<file path="config.mk">
export PLATFORM = sky130hd
export DESIGN_NAME = rssp_top
export DESIGN_NICKNAME = d
export VERILOG_FILES = /design/src/rssp_pkg.sv /design/src/rssp_mem_if.sv /design/src/rssp_mem.sv /design/src/rssp_top.sv
export SDC_FILE = /design/constraint.sdc
export NUM_CORES = 1
export LEC_CHECK = 0
export ABC_CLOCK_PERIOD_IN_PS = 3800
export BUFFER_PORTS_ARGS = -buffer_cell sky130_fd_sc_hd__buf_4
export CAP_MARGIN = 20
export CORE_MARGIN = 2
export CORE_UTILIZATION = 55
export CTS_CLUSTER_SIZE = 8
export DETAILED_ROUTE_END_ITERATION = 8
export PLACE_DENSITY_LB_ADDON = 0.08
export SKIP_LAST_GASP = 1
export SLEW_MARGIN = 30
export SYNTH_ARGS = -nofsm -noshare
export SYNTH_HDL_FRONTEND = slang
export SYNTH_SLANG_ARGS = --single-unit
</file>
<file path="constraint.sdc">
create_clock -name ref_clk_in -period 3.8 [get_ports ref_clk_in]
set_clock_uncertainty 0.15 [all_clocks]
set_input_delay 0.19 -clock ref_clk_in [delete_from_list [all_inputs] [get_ports ref_clk_in]]
set_output_delay 0.19 -clock ref_clk_in [all_outputs]
set_load 0.01 [all_outputs]
</file>
<file path="src/rssp_pkg.sv">
// Purpose: Shared constants and types of the serial slave port.
// Assumes: 125 MHz ref clock, two-wire bus up to 400 kHz.
// Notes:   Contract
package rssp_pkg;
  localparam logic [6:0] SLAVE_ADDR    = 7'h68;  // Write form D0h
  localparam int         ADDR_W        = 6;
  localparam int         DATA_W        = 8;
  localparam int         MEM_DEPTH     = 64;
  localparam logic [5:0] ADDR_ZERO     = 6'h00;
  localparam logic [5:0] ADDR_ONE      = 6'h01;
  localparam logic [5:0] LAST_ADDR     = 6'h3F;
  localparam logic [5:0] CLOCK_LAST    = 6'h07;
  localparam logic [3:0] BITS_PER_BYTE = 4'h8;
  localparam logic [3:0] BIT_ZERO      = 4'h0;
  localparam logic [3:0] BIT_ONE       = 4'h1;
  // Timing
  localparam int CLK_PERIOD_NS         = 8;
  localparam int RECOVERY_HOLD_TIME_NS = 200000;
  localparam int REC_HOLD_CYCLES       =
    (RECOVERY_HOLD_TIME_NS + CLK_PERIOD_NS - 1) / CLK_PERIOD_NS;
  localparam int         REC_CNT_W     = 20;
  localparam logic [19:0] REC_ZERO     = 20'h00000;
  localparam logic [19:0] REC_ONE      = 20'h00001;
  // Synchroniser lanes and their idle values
  localparam int         SYNC_N        = 4;
  localparam int         SYNC_SCL      = 0;
  localparam int         SYNC_SDA      = 1;
  localparam int         SYNC_PF       = 2;
  localparam int         SYNC_BAT      = 3;
  localparam logic [3:0] SYNC_RST      = 4'h3;
  // Two-entry write buffer
  localparam logic [1:0] BUF_EMPTY     = 2'h0;
  localparam logic [1:0] BUF_ONE       = 2'h1;
  localparam logic [1:0] BUF_FULL      = 2'h2;
  typedef enum logic [3:0] {
    ST_IDLE, ST_ADDR, ST_ADDR_ACK, ST_WORD, ST_WORD_ACK,
    ST_WDATA, ST_WDATA_ACK, ST_RDATA, ST_RACK, ST_WAIT
  } rssp_state_type;
endpackage

</file>
<file path="src/rssp_mem_if.sv">
// Purpose: Carrier between port logic and byte memory.
// Assumes: Single clock, one write and one read port.
// Notes:   Read data registered inside the memory.
`timescale 1ns/10ps
interface rssp_mem_if import rssp_pkg::*; ();
  logic              wr_en;
  logic [ADDR_W-1:0] wr_addr;
  logic [DATA_W-1:0] wr_data;
  logic [ADDR_W-1:0] rd_addr;
  logic [DATA_W-1:0] rd_data;
  modport ctrl (output wr_en, output wr_addr, output wr_data,
                output rd_addr, input rd_data);
  modport mem  (input wr_en, input wr_addr, input wr_data,
                input rd_addr, output rd_data);
endinterface

</file>
<file path="src/rssp_mem.sv">
// Purpose: Sixty-four byte location store.
// Assumes: Clock-domain logic as writer and reader.
// Notes:   Array contents undefined after reset, as in real RAM.
`timescale 1ns/10ps
module rssp_mem import rssp_pkg::*; (
  input  wire logic ref_clk_in,
  input  wire logic rst_in,
  rssp_mem_if.mem   bus
);
  logic [DATA_W-1:0] mem_ff [0:MEM_DEPTH-1];

  // Storage write
  always_ff @(posedge ref_clk_in) begin
    if (bus.wr_en) begin
      mem_ff[bus.wr_addr] <= bus.wr_data;
    end
  end

  // Registered read, one cycle latency
  always_ff @(posedge ref_clk_in) begin
    if (rst_in) begin
      bus.rd_data <= 8'h00;
    end else begin
      bus.rd_data <= mem_ff[bus.rd_addr];
    end
  end
endmodule

</file>
<file path="src/rssp_top.sv">
// Purpose: Two-wire slave port of a clock with battery-backed memory.
// Assumes: Bus lines and supply flags asynchronous to ref_clk_in.
// Notes:   Open-drain data: sda_oe_n_out low pulls the line low.
`timescale 1ns/10ps
module rssp_top import rssp_pkg::*; #(
  parameter int unsigned REC_CYCLES = REC_HOLD_CYCLES
) (
  input  wire logic              ref_clk_in,
  input  wire logic              rst_in,
  input  wire logic              scl_in,
  input  wire logic              sda_in,
  input  wire logic              power_fail_in,
  input  wire logic              battery_on_in,
  input  wire logic              mem_busy_in,
  output logic                   sda_out,
  output logic                   sda_oe_n_out,
  output logic                   rtc_reset_n_out,
  output logic                   freeze_out,
  output logic [ADDR_W-1:0]      word_pointer_value_out
);
  rssp_mem_if mem_bus ();

  logic [SYNC_N-1:0] sync_raw;
  logic [SYNC_N-1:0] s1_ff;
  logic [SYNC_N-1:0] s2_ff;
  logic              scl_prev_ff;
  logic              sda_prev_ff;
  rssp_state_type    state_ff, nxt_state;
  logic [3:0]        cnt_ff, nxt_cnt;
  logic [7:0]        shift_ff, nxt_shift;
  logic [7:0]        tx_ff, nxt_tx;
  logic              oe_n_ff, nxt_oe_n;
  logic [5:0]        ptr_ff, nxt_ptr;
  logic [19:0]       rec_ff;
  logic              rst_n_ff;
  logic              freeze_ff;
  logic              sda_out_ff;
  logic [13:0]       buf_ff [0:1];
  logic              buf_wr_ff;
  logic              buf_rd_ff;
  logic [1:0]        buf_cnt_ff;

  // Two-stage synchronisers, one per lane
  assign sync_raw = {battery_on_in, power_fail_in, sda_in, scl_in};
  genvar g;
  generate
    for (g = 0; g < SYNC_N; g = g + 1) begin : g_sync
      always_ff @(posedge ref_clk_in) begin
        if (rst_in) begin
          s1_ff[g] <= SYNC_RST[g];
          s2_ff[g] <= SYNC_RST[g];
        end else begin
          s1_ff[g] <= sync_raw[g];
          s2_ff[g] <= s1_ff[g];
        end
      end
    end
  endgenerate

  // Previous line levels for edge finding, read from stage two only
  always_ff @(posedge ref_clk_in) begin
    if (rst_in) begin
      scl_prev_ff <= 1'b1;
      sda_prev_ff <= 1'b1;
    end else begin
      scl_prev_ff <= s2_ff[SYNC_SCL];
      sda_prev_ff <= s2_ff[SYNC_SDA];
    end
  end

  // Line decoding
  wire scl_h     = s2_ff[SYNC_SCL];
  wire sda_h     = s2_ff[SYNC_SDA];
  wire pf_h      = s2_ff[SYNC_PF];
  wire bat_h     = s2_ff[SYNC_BAT];
  wire scl_rise  = scl_h & ~scl_prev_ff;
  wire scl_fall  = ~scl_h & scl_prev_ff;
  wire clk_high  = scl_h & scl_prev_ff;
  wire start_det = clk_high & sda_prev_ff & ~sda_h;
  wire stop_det  = clk_high & ~sda_prev_ff & sda_h;
  wire rec_busy  = (rec_ff != REC_ZERO);
  wire deselect  = pf_h | rec_busy | bat_h;

  // Byte decoding
  wire rx_state  = (state_ff == ST_ADDR) | (state_ff == ST_WORD) |
                   (state_ff == ST_WDATA);
  wire byte_done = rx_state & scl_fall &
                   (cnt_ff == BITS_PER_BYTE);
  wire addr_match = (shift_ff[7:1] == SLAVE_ADDR);
  wire rw_read   = shift_ff[0];
  wire buf_ready = (buf_cnt_ff != BUF_FULL);
  wire buf_push  = byte_done & (state_ff == ST_WDATA) & buf_ready;
  wire drain_ok  = ~mem_busy_in & ~deselect;
  wire buf_pop   = (buf_cnt_ff != BUF_EMPTY) & drain_ok;
  wire ack_clock = scl_rise & ((state_ff == ST_WDATA_ACK) |
                               (state_ff == ST_RACK));
  wire [5:0] ptr_inc = (ptr_ff == LAST_ADDR) ? ADDR_ZERO :
                       (ptr_ff + ADDR_ONE);
  wire [7:0] rd_byte = mem_bus.rd_data;

  // Transfer sequencer
  always_comb begin
    nxt_state = state_ff;
    nxt_cnt   = cnt_ff;
    nxt_shift = shift_ff;
    nxt_tx    = tx_ff;
    nxt_oe_n  = oe_n_ff;
    nxt_ptr   = ptr_ff;
    if (deselect) begin
      nxt_state = ST_IDLE;
      nxt_cnt   = BIT_ZERO;
      nxt_oe_n  = 1'b1;
      nxt_ptr   = ADDR_ZERO;
    end else if (start_det) begin
      nxt_state = ST_ADDR;
      nxt_cnt   = BIT_ZERO;
      nxt_oe_n  = 1'b1;
    end else if (stop_det) begin
      nxt_state = ST_IDLE;
      nxt_oe_n  = 1'b1;
    end else begin
      case (state_ff)
        ST_ADDR, ST_WORD, ST_WDATA: begin
          if (scl_rise) begin
            nxt_shift = {shift_ff[6:0], sda_h};
            nxt_cnt   = cnt_ff + BIT_ONE;
          end else if (byte_done) begin
            nxt_cnt = BIT_ZERO;
            if (state_ff == ST_ADDR) begin
              nxt_state = addr_match ? ST_ADDR_ACK : ST_IDLE;
              nxt_oe_n  = ~addr_match;
            end else if (state_ff == ST_WORD) begin
              nxt_ptr   = shift_ff[5:0];
              nxt_state = ST_WORD_ACK;
              nxt_oe_n  = 1'b0;
            end else if (buf_ready) begin
              nxt_state = ST_WDATA_ACK;
              nxt_oe_n  = 1'b0;
            end else begin
              nxt_state = ST_WAIT; // Buffer full: byte refused
            end
          end
        end
        ST_ADDR_ACK: begin
          if (scl_fall) begin
            if (rw_read) begin
              nxt_state = ST_RDATA;
              nxt_tx    = rd_byte;
              nxt_oe_n  = rd_byte[7];
            end else begin
              nxt_state = ST_WORD;
              nxt_oe_n  = 1'b1;
            end
          end
        end
        ST_WORD_ACK: begin
          if (scl_fall) begin
            nxt_state = ST_WDATA;
            nxt_oe_n  = 1'b1;
          end
        end
        ST_WDATA_ACK: begin
          if (scl_rise) begin
            nxt_ptr = ptr_inc;
          end else if (scl_fall) begin
            nxt_state = ST_WDATA;
            nxt_oe_n  = 1'b1;
          end
        end
        ST_RDATA: begin
          if (scl_rise) begin
            nxt_cnt = cnt_ff + BIT_ONE;
          end else if (scl_fall) begin
            if (cnt_ff == BITS_PER_BYTE) begin
              nxt_state = ST_RACK;
              nxt_cnt   = BIT_ZERO;
              nxt_oe_n  = 1'b1;
            end else begin
              nxt_tx   = {tx_ff[6:0], 1'b1};
              nxt_oe_n = tx_ff[6];
            end
          end
        end
        ST_RACK: begin
          if (scl_rise) begin
            nxt_ptr      = ptr_inc;
            nxt_shift[0] = sda_h;
          end else if (scl_fall) begin
            if (!shift_ff[0]) begin
              nxt_state = ST_RDATA;
              nxt_tx    = rd_byte;
              nxt_oe_n  = rd_byte[7];
            end else begin
              nxt_state = ST_WAIT;
            end
          end
        end
        ST_IDLE, ST_WAIT: begin
          nxt_oe_n = 1'b1;
        end
        default: begin
          nxt_state = ST_IDLE;
          nxt_oe_n  = 1'b1;
        end
      endcase
    end
  end

  // Sequencer registers
  always_ff @(posedge ref_clk_in) begin
    if (rst_in) begin
      state_ff <= ST_IDLE;
      cnt_ff   <= BIT_ZERO;
      shift_ff <= 8'h00;
      tx_ff    <= 8'hFF;
      oe_n_ff  <= 1'b1;
      ptr_ff   <= ADDR_ZERO;
    end else begin
      state_ff <= nxt_state;
      cnt_ff   <= nxt_cnt;
      shift_ff <= nxt_shift;
      tx_ff    <= nxt_tx;
      oe_n_ff  <= nxt_oe_n;
      ptr_ff   <= nxt_ptr;
    end
  end

  // Recovery hold: reloaded while supply is low, counts after it returns
  always_ff @(posedge ref_clk_in) begin
    if (rst_in) begin
      rec_ff <= REC_ZERO;
    end else if (pf_h) begin
      rec_ff <= REC_CYCLES[REC_CNT_W-1:0];
    end else if (rec_busy) begin
      rec_ff <= rec_ff - REC_ONE;
    end
  end

  // Status outputs; freeze only while a transfer sits on a clock byte
  always_ff @(posedge ref_clk_in) begin
    if (rst_in) begin
      rst_n_ff   <= 1'b0;
      freeze_ff  <= 1'b0;
      sda_out_ff <= 1'b0;
    end else begin
      rst_n_ff   <= ~(pf_h | rec_busy);
      freeze_ff  <= (state_ff != ST_IDLE) & ~deselect &
                    (ptr_ff <= CLOCK_LAST);
      sda_out_ff <= 1'b0;
    end
  end

  // Two-entry write buffer; a full buffer makes the port refuse the byte
  always_ff @(posedge ref_clk_in) begin
    if (buf_push) begin
      buf_ff[buf_wr_ff] <= {ptr_ff, shift_ff};
    end
  end

  always_ff @(posedge ref_clk_in) begin
    if (rst_in) begin
      buf_wr_ff  <= 1'b0;
      buf_rd_ff  <= 1'b0;
      buf_cnt_ff <= BUF_EMPTY;
    end else begin
      buf_wr_ff  <= buf_wr_ff ^ buf_push;
      buf_rd_ff  <= buf_rd_ff ^ buf_pop;
      buf_cnt_ff <= buf_cnt_ff + {1'b0, buf_push} - {1'b0, buf_pop};
    end
  end

  // Memory hookup: reads follow the pointer continuously
  assign mem_bus.wr_en   = buf_pop;
  assign mem_bus.wr_addr = buf_ff[buf_rd_ff][13:8];
  assign mem_bus.wr_data = buf_ff[buf_rd_ff][7:0];
  assign mem_bus.rd_addr = ptr_ff;

  rssp_mem u_mem (
    .ref_clk_in (ref_clk_in),
    .rst_in     (rst_in),
    .bus        (mem_bus.mem)
  );

  assign sda_out                = sda_out_ff;
  assign sda_oe_n_out           = oe_n_ff;
  assign rtc_reset_n_out        = rst_n_ff;
  assign freeze_out             = freeze_ff;
  assign word_pointer_value_out = ptr_ff;

  // Checks
  property p_addr_nomatch;
    @(posedge ref_clk_in) disable iff (rst_in)
    (byte_done && state_ff == ST_ADDR && !addr_match && !deselect &&
     !start_det && !stop_det) |=> (state_ff == ST_IDLE) && oe_n_ff;
  endproperty
  a_addr_nomatch: assert property (p_addr_nomatch)
    else $error("Foreign address answered");

  property p_addr_ack;
    @(posedge ref_clk_in) disable iff (rst_in)
    (byte_done && state_ff == ST_ADDR && addr_match && !deselect &&
     !start_det && !stop_det) |=> !oe_n_ff && state_ff == ST_ADDR_ACK;
  endproperty
  a_addr_ack: assert property (p_addr_ack)
    else $error("Own address not acknowledged");

  property p_deselect_clear;
    @(posedge ref_clk_in) disable iff (rst_in)
    deselect |=> (ptr_ff == ADDR_ZERO) && (state_ff == ST_IDLE);
  endproperty
  a_deselect_clear: assert property (p_deselect_clear)
    else $error("Deselect left pointer or transfer");

  property p_recovery_hold;
    @(posedge ref_clk_in) disable iff (rst_in)
    $fell(pf_h) |=> (!rst_n_ff && !buf_pop) [*8];
  endproperty
  a_recovery_hold: assert property (p_recovery_hold)
    else $error("Access reopened before recovery");

  property p_reset_out;
    @(posedge ref_clk_in) disable iff (rst_in)
    pf_h |=> !rst_n_ff;
  endproperty
  a_reset_out: assert property (p_reset_out)
    else $error("Reset output not asserted on power fail");

  property p_battery_release;
    @(posedge ref_clk_in) disable iff (rst_in)
    bat_h |=> ##1 oe_n_ff;
  endproperty
  a_battery_release: assert property (p_battery_release)
    else $error("Data line driven on battery");

  property p_ack_hold;
    @(posedge ref_clk_in) disable iff (rst_in)
    (state_ff == ST_WDATA_ACK && clk_high && !deselect) |-> !oe_n_ff;
  endproperty
  a_ack_hold: assert property (p_ack_hold)
    else $error("Acknowledge released during clock high");

  property p_master_ack_free;
    @(posedge ref_clk_in) disable iff (rst_in)
    (state_ff == ST_RACK || state_ff == ST_WAIT) |-> oe_n_ff;
  endproperty
  a_master_ack_free: assert property (p_master_ack_free)
    else $error("Slave holds line in master acknowledge");

  property p_ptr_advance;
    @(posedge ref_clk_in) disable iff (rst_in)
    (ack_clock && !deselect && !start_det && !stop_det) |=>
      ptr_ff == (($past(ptr_ff) == LAST_ADDR) ? ADDR_ZERO :
                 $past(ptr_ff) + ADDR_ONE);
  endproperty
  a_ptr_advance: assert property (p_ptr_advance)
    else $error("Pointer did not advance or wrap");

  property p_stop_unfreeze;
    @(posedge ref_clk_in) disable iff (rst_in)
    stop_det |-> ##2 !freeze_ff;
  endproperty
  a_stop_unfreeze: assert property (p_stop_unfreeze)
    else $error("Freeze held after STOP");

  property p_start_seen;
    @(posedge ref_clk_in) disable iff (rst_in)
    (start_det && !deselect) |=> state_ff == ST_ADDR && cnt_ff == BIT_ZERO;
  endproperty
  a_start_seen: assert property (p_start_seen)
    else $error("START not taken");
endmodule

</file>
# Yosys cells after proc, flatten, opt, wreduce, memory -nomap -nowiden
# Memory sizes are Yosys's and may differ from the RTL's. A register that Yosys moved wholly into a read port is not among the register bits.
# Index checks and enable logic that the tools add are counted.
[word_totals] reg_bits=66 ramBits=540 input_bits=7 output_inout_bits=10 elab_cells=200 n_memories=2
[memory_table] memory="u_mem.mem_ff" words=64 word_bits=8 rd=1 rd_ports_with_merged_regs=1 write_ports=1 line="rssp_mem.sv:10" source="logic [DATA_W-1:0] mem_ff [0:MEM_DEPTH-1];"
[memory_table] memory="buf_ff" words=2 word_bits=14 rd=1 rd_ports_with_merged_regs=1 write_ports=1 line="rssp_top.sv:38" source="logic [13:0] buf_ff [0:1];"
[op_classes] n_addsub=5 order_cmp=1 eq_ne=44 mux=67 bitwise=32 n_reduce_logical=24
[op_table] cell="$mux 4" n=19
[op_table] cell="$mux 7" n=8
[op_table] cell="$ne 4x4->1 const B" n=10
[op_table] cell="$mux 6" n=6
[op_table] cell="$ne 2x2->1 const B" n=17
[op_table] cell="$mux 15" n=2
[op_table] cell="$reduce_and 10->1" n=3
[op_table] cell="$pmux 4 s7" n=1
[op_table] cell="$mux 1" n=24
[op_table] cell="$pmux 7 s3" n=1
[op_table] cell="$reduce_bool 20->1" n=1
[op_table] cell="$sub 20x1->20 const B" n=1
[op_table] cell="$eq 4x3->1 const B" n=4
[op_table] cell="$and 1x1->1" n=15
[op_table] cell="$eq 4x4->1 const B" n=3
[op_table] cell="$ne 3x3->1 const B" n=4
[op_table] cell="$pmux 6 s2" n=1
[op_table] cell="$reduce_and 12->1" n=1
[op_table] cell="$not 1->1" n=11
[op_table] cell="$reduce_and 5->1" n=2
[op_table] cell="$reduce_bool 2->1" n=5
[op_table] cell="$eq 4x2->1 const B" n=2
[op_table] cell="$pmux 4 s2" n=1
[op_table] cell="$reduce_and 8->1" n=1
[op_table] cell="22 further kinds" n=30

# Logic depth before layout (Yosys ltp)
[logic_depth] word_depth=10 mapped_depth=10 mapped_depth_nobuf=10

# Hierarchy
# A second synthesis with hierarchy kept.
[unflattened] hier_cells=1438 area_unflattened_um2=25016.5
[modules_own_cells] module="rssp_mem" instances=1 cells_each=944 area_each_um2=20229.4 seq_area_each_um2=15534.9
[modules_own_cells] module="rssp_top" instances=1 cells_each=494 area_each_um2=4787.1 seq_area_each_um2=2162.1

# Worst setup path after synthesis
# No wires, ideal clock.
[synth_path] path_kind="register to register" from="register state_ff[3]" to="memory buf_ff[1][0], enable pin" setup_time_ns=0.403 t_arrival_ns=2.263 setup_slack_ns=0.984 path_stages_with_launch=6 n_path_buf=2 cell_sequence="dfxtp_1 > buf_2 > nand2b_1 > clkbuf_1 > or4_1 > nor3_1"
[synth_between] elab_chain_cells=9
[synth_lines] item="start: declaration" line="rssp_top.sv:28" source="rssp_state_type state_ff, nxt_state;"
[synth_lines] item="start signal: assignment" line="rssp_top.sv:219" source="state_ff <= nxt_state;"
[synth_lines] item="$eq 4x1->1 or $eq 4x2->1 (tied branches)" line="rssp_top.sv:85" source="wire rx_state = (state_ff == ST_ADDR) | (state_ff == ST_WORD) |"
[synth_lines] item="$or 1x1->1 (2 in series)" line="rssp_top.sv:85"
[synth_lines] item="$and 1x1->1 (2 in series)" line="rssp_top.sv:87" source="wire byte_done = rx_state & scl_fall &"
[synth_lines] item="$and 1x1->1 * (2 in series)" line="rssp_top.sv:92" source="wire buf_push = byte_done & (state_ff == ST_WDATA) & buf_ready;"
[synth_lines] item="$mux 1 *" line="rssp_top.sv:255" source="if (buf_push) begin"
[synth_lines] item="$mux 1 (not written as such) *" line="rssp_top.sv:256" source="buf_ff[buf_wr_ff] <= {ptr_ff, shift_ff};"
[synth_lines] item="end: declaration" line="rssp_top.sv:38"
# Every way passes the cells marked *; elsewhere a longest branch is shown, timed or not.

# Worst setup path in the final report
[layout_path] from="register rec_ff[9]" to="memory u_mem.mem_ff[38][7], enable pin"
[layout_between] elab_chain_cells=8
[layout_lines] item="start: declaration" line="rssp_top.sv:34" source="logic [19:0] rec_ff;"
[layout_lines] item="start signal: assignment" line="rssp_top.sv:233" source="rec_ff <= REC_CYCLES[REC_CNT_W-1:0];"
[layout_lines] item="start signal: assignment" line="rssp_top.sv:235" source="rec_ff <= rec_ff - REC_ONE;"
[layout_lines] item="$reduce_bool 20->1" line="rssp_top.sv:81" source="wire rec_busy = (rec_ff != REC_ZERO);"
[layout_lines] item="$or 1x1->1 (2 in series)" line="rssp_top.sv:82" source="wire deselect = pf_h | rec_busy | bat_h;"
[layout_lines] item="$not 1->1 (no line)"
[layout_lines] item="$and 1x1->1" line="rssp_top.sv:93" source="wire drain_ok = ~mem_busy_in & ~deselect;"
[layout_lines] item="$and 1x1->1" line="rssp_top.sv:94" source="wire buf_pop = (buf_cnt_ff != BUF_EMPTY) & drain_ok;"
[layout_lines] item="$mux 1" line="rssp_mem.sv:14" source="if (bus.wr_en) begin"
[layout_lines] item="$mux 1 (not written as such)" line="rssp_mem.sv:15" source="mem_ff[bus.wr_addr] <= bus.wr_data;"
[layout_lines] item="end: declaration" line="rssp_mem.sv:10"
# Every way passes these cells.

==> flow_metrics.py <==
metrics = {
    "outcome": {
        "status": "complete, no violations",
    },
    "grt": {
        "grt_overflow": 0,
        "grt_pass1_wl_um": 90200,
        "track_usage_pct": 26.2,
        "antenna_found_initial": 0,
        "grt_max_degree": 51,
        "grt_pass1_vias": 14242,
    },
    "min_path": {
        "whs_path_depth": 3,
        "min_path_type": "in -> reg",
        "hold_end": "s1_ff[1]",
        "hp-start": "sda_in",
    },
    "critical_path": {
        "r2r_start": "rec_ff[9]",
        "start_kind": "flop",
        "cp_max_fo": 8,
        "path_cells": "nor4_1, nand4b_1, nor4_2, nand2_1, nor2_1",
        "rr_endpoint": "u_mem.mem_ff[38][7]",
        "max_stage_delay_ns": 0.73,
        "crit_path_top_delay_cell": "nor2_1",
        "critPathCaptureType": "flop",
        "crit_required_ns": 3.88,
        "r2r_slack_ns": 0.13,
        "reg2regPathDepth": 5,
        "worstPathArrival_ns": 3.75,
        "crit_type": "reg -> reg",
    },
    "finish": {
        "drive_gt1_share_pct": 23.1,
        "final_core_util_pct": 64.9,
        "fin_nets": 1621,
        "seqCellArea_mm2": 0.0177,
        "multi_input_area_mm2": 0.00681,
        "num-fill-cells": 3002,
        "syn2layout_area_growth_pct": 15.8,
        "n_antenna_cell": 0,
    },
    "synth": {
        "ys_types": 77,
        "yosys_warnings": 0,
        "syn-cell-area_mm2": 0.0249,
        "syn_inst": 1470,
        "ys.flop_type": "edfxtp_1",
        "ys_ff_latch": 614,
        "ys_seq_area_share_pct": 71.0,
        "syn_area_per_cell_um2": 16.9,
        "synth_fp_nets": 1486,
        "synthArstFlopShare_pct": 0,
        "synth-edff-count": 540,
    },
    "timing": {
        "layout_setup_ws_ns": 0.127,
        "max_freq_mhz": 272,
        "worst_pin_slew_ns": 0.895,
        "maxSlewViolCount": 0,
        "hold_violations": 0,
        "max-slew-margin-rel_pct": 40.2,
        "setup_viol_count_final": 0,
        "grt_setup_unrepaired": "yes",
        "finalCritPeriodShare_pct": 96.7,
        "period_needed_ns": 3.67,
    },
    "cts": {
        "htreeDepth": 3,
        "numCtsBuffers": 86,
        "clock-sinks": 614,
        "clk_pin_slew_worst_paths_ns": 0.05,
        "cts_root_buf": "clkbuf_16",
        "cts_setup_buffers": 0,
        "clk_path_buf_depth": 3,
        "worstSkewPairLatency_ns": 0.61,
        "cts_tree": "built",
    },
    "floorplanning": {
        "core_mm2": 0.0444,
        "ios": 17,
        "rows": 77,
        "die_area_mm2": 0.0470,
        "dieWidth_um": 217,
        "die_h_um": 217,
        "initial_core_util_pct": 56.1,
    },
    "route": {
        "drc": 0,
        "first_pass_iters": 7,
        "wire_per_inst_um": 26.6,
        "wl_um": 59400,
        "vias": 14097,
        "postRouteAntennaNets": 0,
        "drt_iter0_markers": 1620,
        "viasPerCell": 6.32,
    },
    "power_and_ir_drop": {
        "power_leakage_nw": 9.24,
        "clkPwrFrac_pct": 45.0,
        "switchingPower_mw": 3.34,
        "power_density_mw_per_mm2": 531,
        "vdd_drop_max_v": 0.000404,
        "swShare_pct": 21.8,
        "seq_power_share_pct": 48.6,
        "comb_power_share_pct": 6.4,
        "internal-power_mw": 12.0,
    },
    "placement": {
        "place_ws_ns": 0.0989,
        "hpwl_um": 37500,
        "gp_congestion": 0.883,
        "io_buffers": 15,
    },
    "run": {
        "cap_violations": 0,
    },
}
[synthesized netlist by cell type, types with 13 or more instances]
library cell,number,share of area [%]
mux4_2,114,10
a211oi_1,17,0.51
nand3_1,16,0.32
buf_2,24,0.48
dfxtp_1,74,5.9
and2_1,17,0.43
nand2b_1,13,0.33
mux2i_1,52,2.1
a21oi_1,54,1.1
nor2b_1,18,0.45
nor3_1,16,0.32
nor2_1,125,1.9
mux2_2,25,1.1
inv_1,25,0.38
edfxtp_1,540,65
o21ai_0,46,0.92
clkbuf_1,42,0.63
nand2_1,40,0.60
[flip-flops by register name, indices dropped and copies added, names as in the netlist, 2 cells and up]
signal and flops:
u_mem.mem_ff 512, shift_ff 8, tx_ff 7, u_mem.bus.rd_data 8, word_pointer_value_out 6, rec_ff 20
s1_ff 4, buf_cnt_ff 2, cnt_ff 4, buf_ff 28, state_ff 4
[critical path, delay by kind of cell (launching register included)]
kind	cells	cell delay [ns]
AND/OR/NAND/NOR	5	2.79
flip-flops	1	0.35
[metal layers]
layer	GRT usage, %	share of wire, %
met1	37.2	42
met2	40.9	48
met3	5.23	6.8
met4	9.89	3.3
met5	0	0
[how the worst max path moves through the flow]
stage	startpoint	to	slack, ns	depth (start not counted)
floorplan	state_ff[3]	buf_ff[1][0]	0.98	5
global placement	rec_ff[9]	u_mem.mem_ff[38][4]	0.22	5
detailed placement	rec_ff[9]	u_mem.mem_ff[38][5]	0.1	5
CTS	rec_ff[9]	u_mem.mem_ff[38][6]	0.07	5
global route	rec_ff[9]	u_mem.mem_ff[38][7]	-0.15	5
finish	rec_ff[9]	u_mem.mem_ff[38][7]	0.13	5
[repair_timing]
action | in CTS | in global routing
hold endpoints to repair | 24 | 0
resized for setup | 0 | 3
hold buffers | 8 | 0
setup endpoints to repair | 0 | 40
[power groups by stage]
| stage | Sequential (mW) | Clock, mW | Combinational [mW] |
|---|---|---|---|
| floorplan | 7.55 | 0 | 0.708 |
| global placement | 7.56 | 0 | 0.958 |
| detailed placement | 7.57 | 0 | 0.965 |
| CTS | 7.44 | 7.00 | 0.979 |
| global route | 7.45 | 7.28 | 1.09 |
| finish | 7.44 | 6.88 | 0.981 |
[per-stage QoR]
stage / power, mW / TNS, ns / cell area (µm²) / std cells / hold slack, ns
after global placement: 8.52 / 0 / 26400 / 2101 / 0.228
after CTS: 15.4 / 0 / 28800 / 2232 / 0.140
after global routing: 15.8 / -2.18 / 28800 / 2232 / 0.157
after detailed placement: 8.53 / 0 / 26400 / 2101 / 0.226
final: 15.3 / 0 / 28800 / 2232 / 0.166
after floorplan: 8.25 / 0 / 24900 / 1470 / 0.144
[logic make-up (layout without fill, tap and decap cells)]
family	Yosys count	after routing	synth area share [%]
multiplexers	191	191	13.5
XOR/XNOR	16	16	0.563
buffers and inverters	100	270	1.69
AND/OR/NAND/NOR	318	318	6.71
AO/OA/AOI/OAI	221	221	6.01
adder cells (fa/ha/maj)	9	9	0.452
other	1	1	0.0151
flip-flops	614	614	71.0
[cells in the final DEF, fill, tap and decap left out, types with 10 or more instances in the layout]
cell type and n:
o21ai_0 46, nor3_1 15, mux4_2 114, mux2_2 25, buf_4 102, a21oi_1 54
inv_1 25, nor2_1 122, edfxtp_1 540, a211oi_1 17, clkbuf_1 30, mux2i_1 52
buf_12 12, dfxtp_1 71, a221o_1 10, clkbuf_16 90, nor2b_1 18, nand2b_1 13
nand2_1 40, nand3_1 16, and2_1 17
[layout make-up]
cell class / count / share of cell area (%)
clock buffers: 120 / 8.20
multi-input cells: 756 / 23.6
well taps: 592 / 2.57
clock inverters: 3 / 0.139
flip-flops and latches: 614 / 61.4
repair buffers: 122 / 3.77
inverters: 25 / 0.325
(Power assumes the default switching activity.)
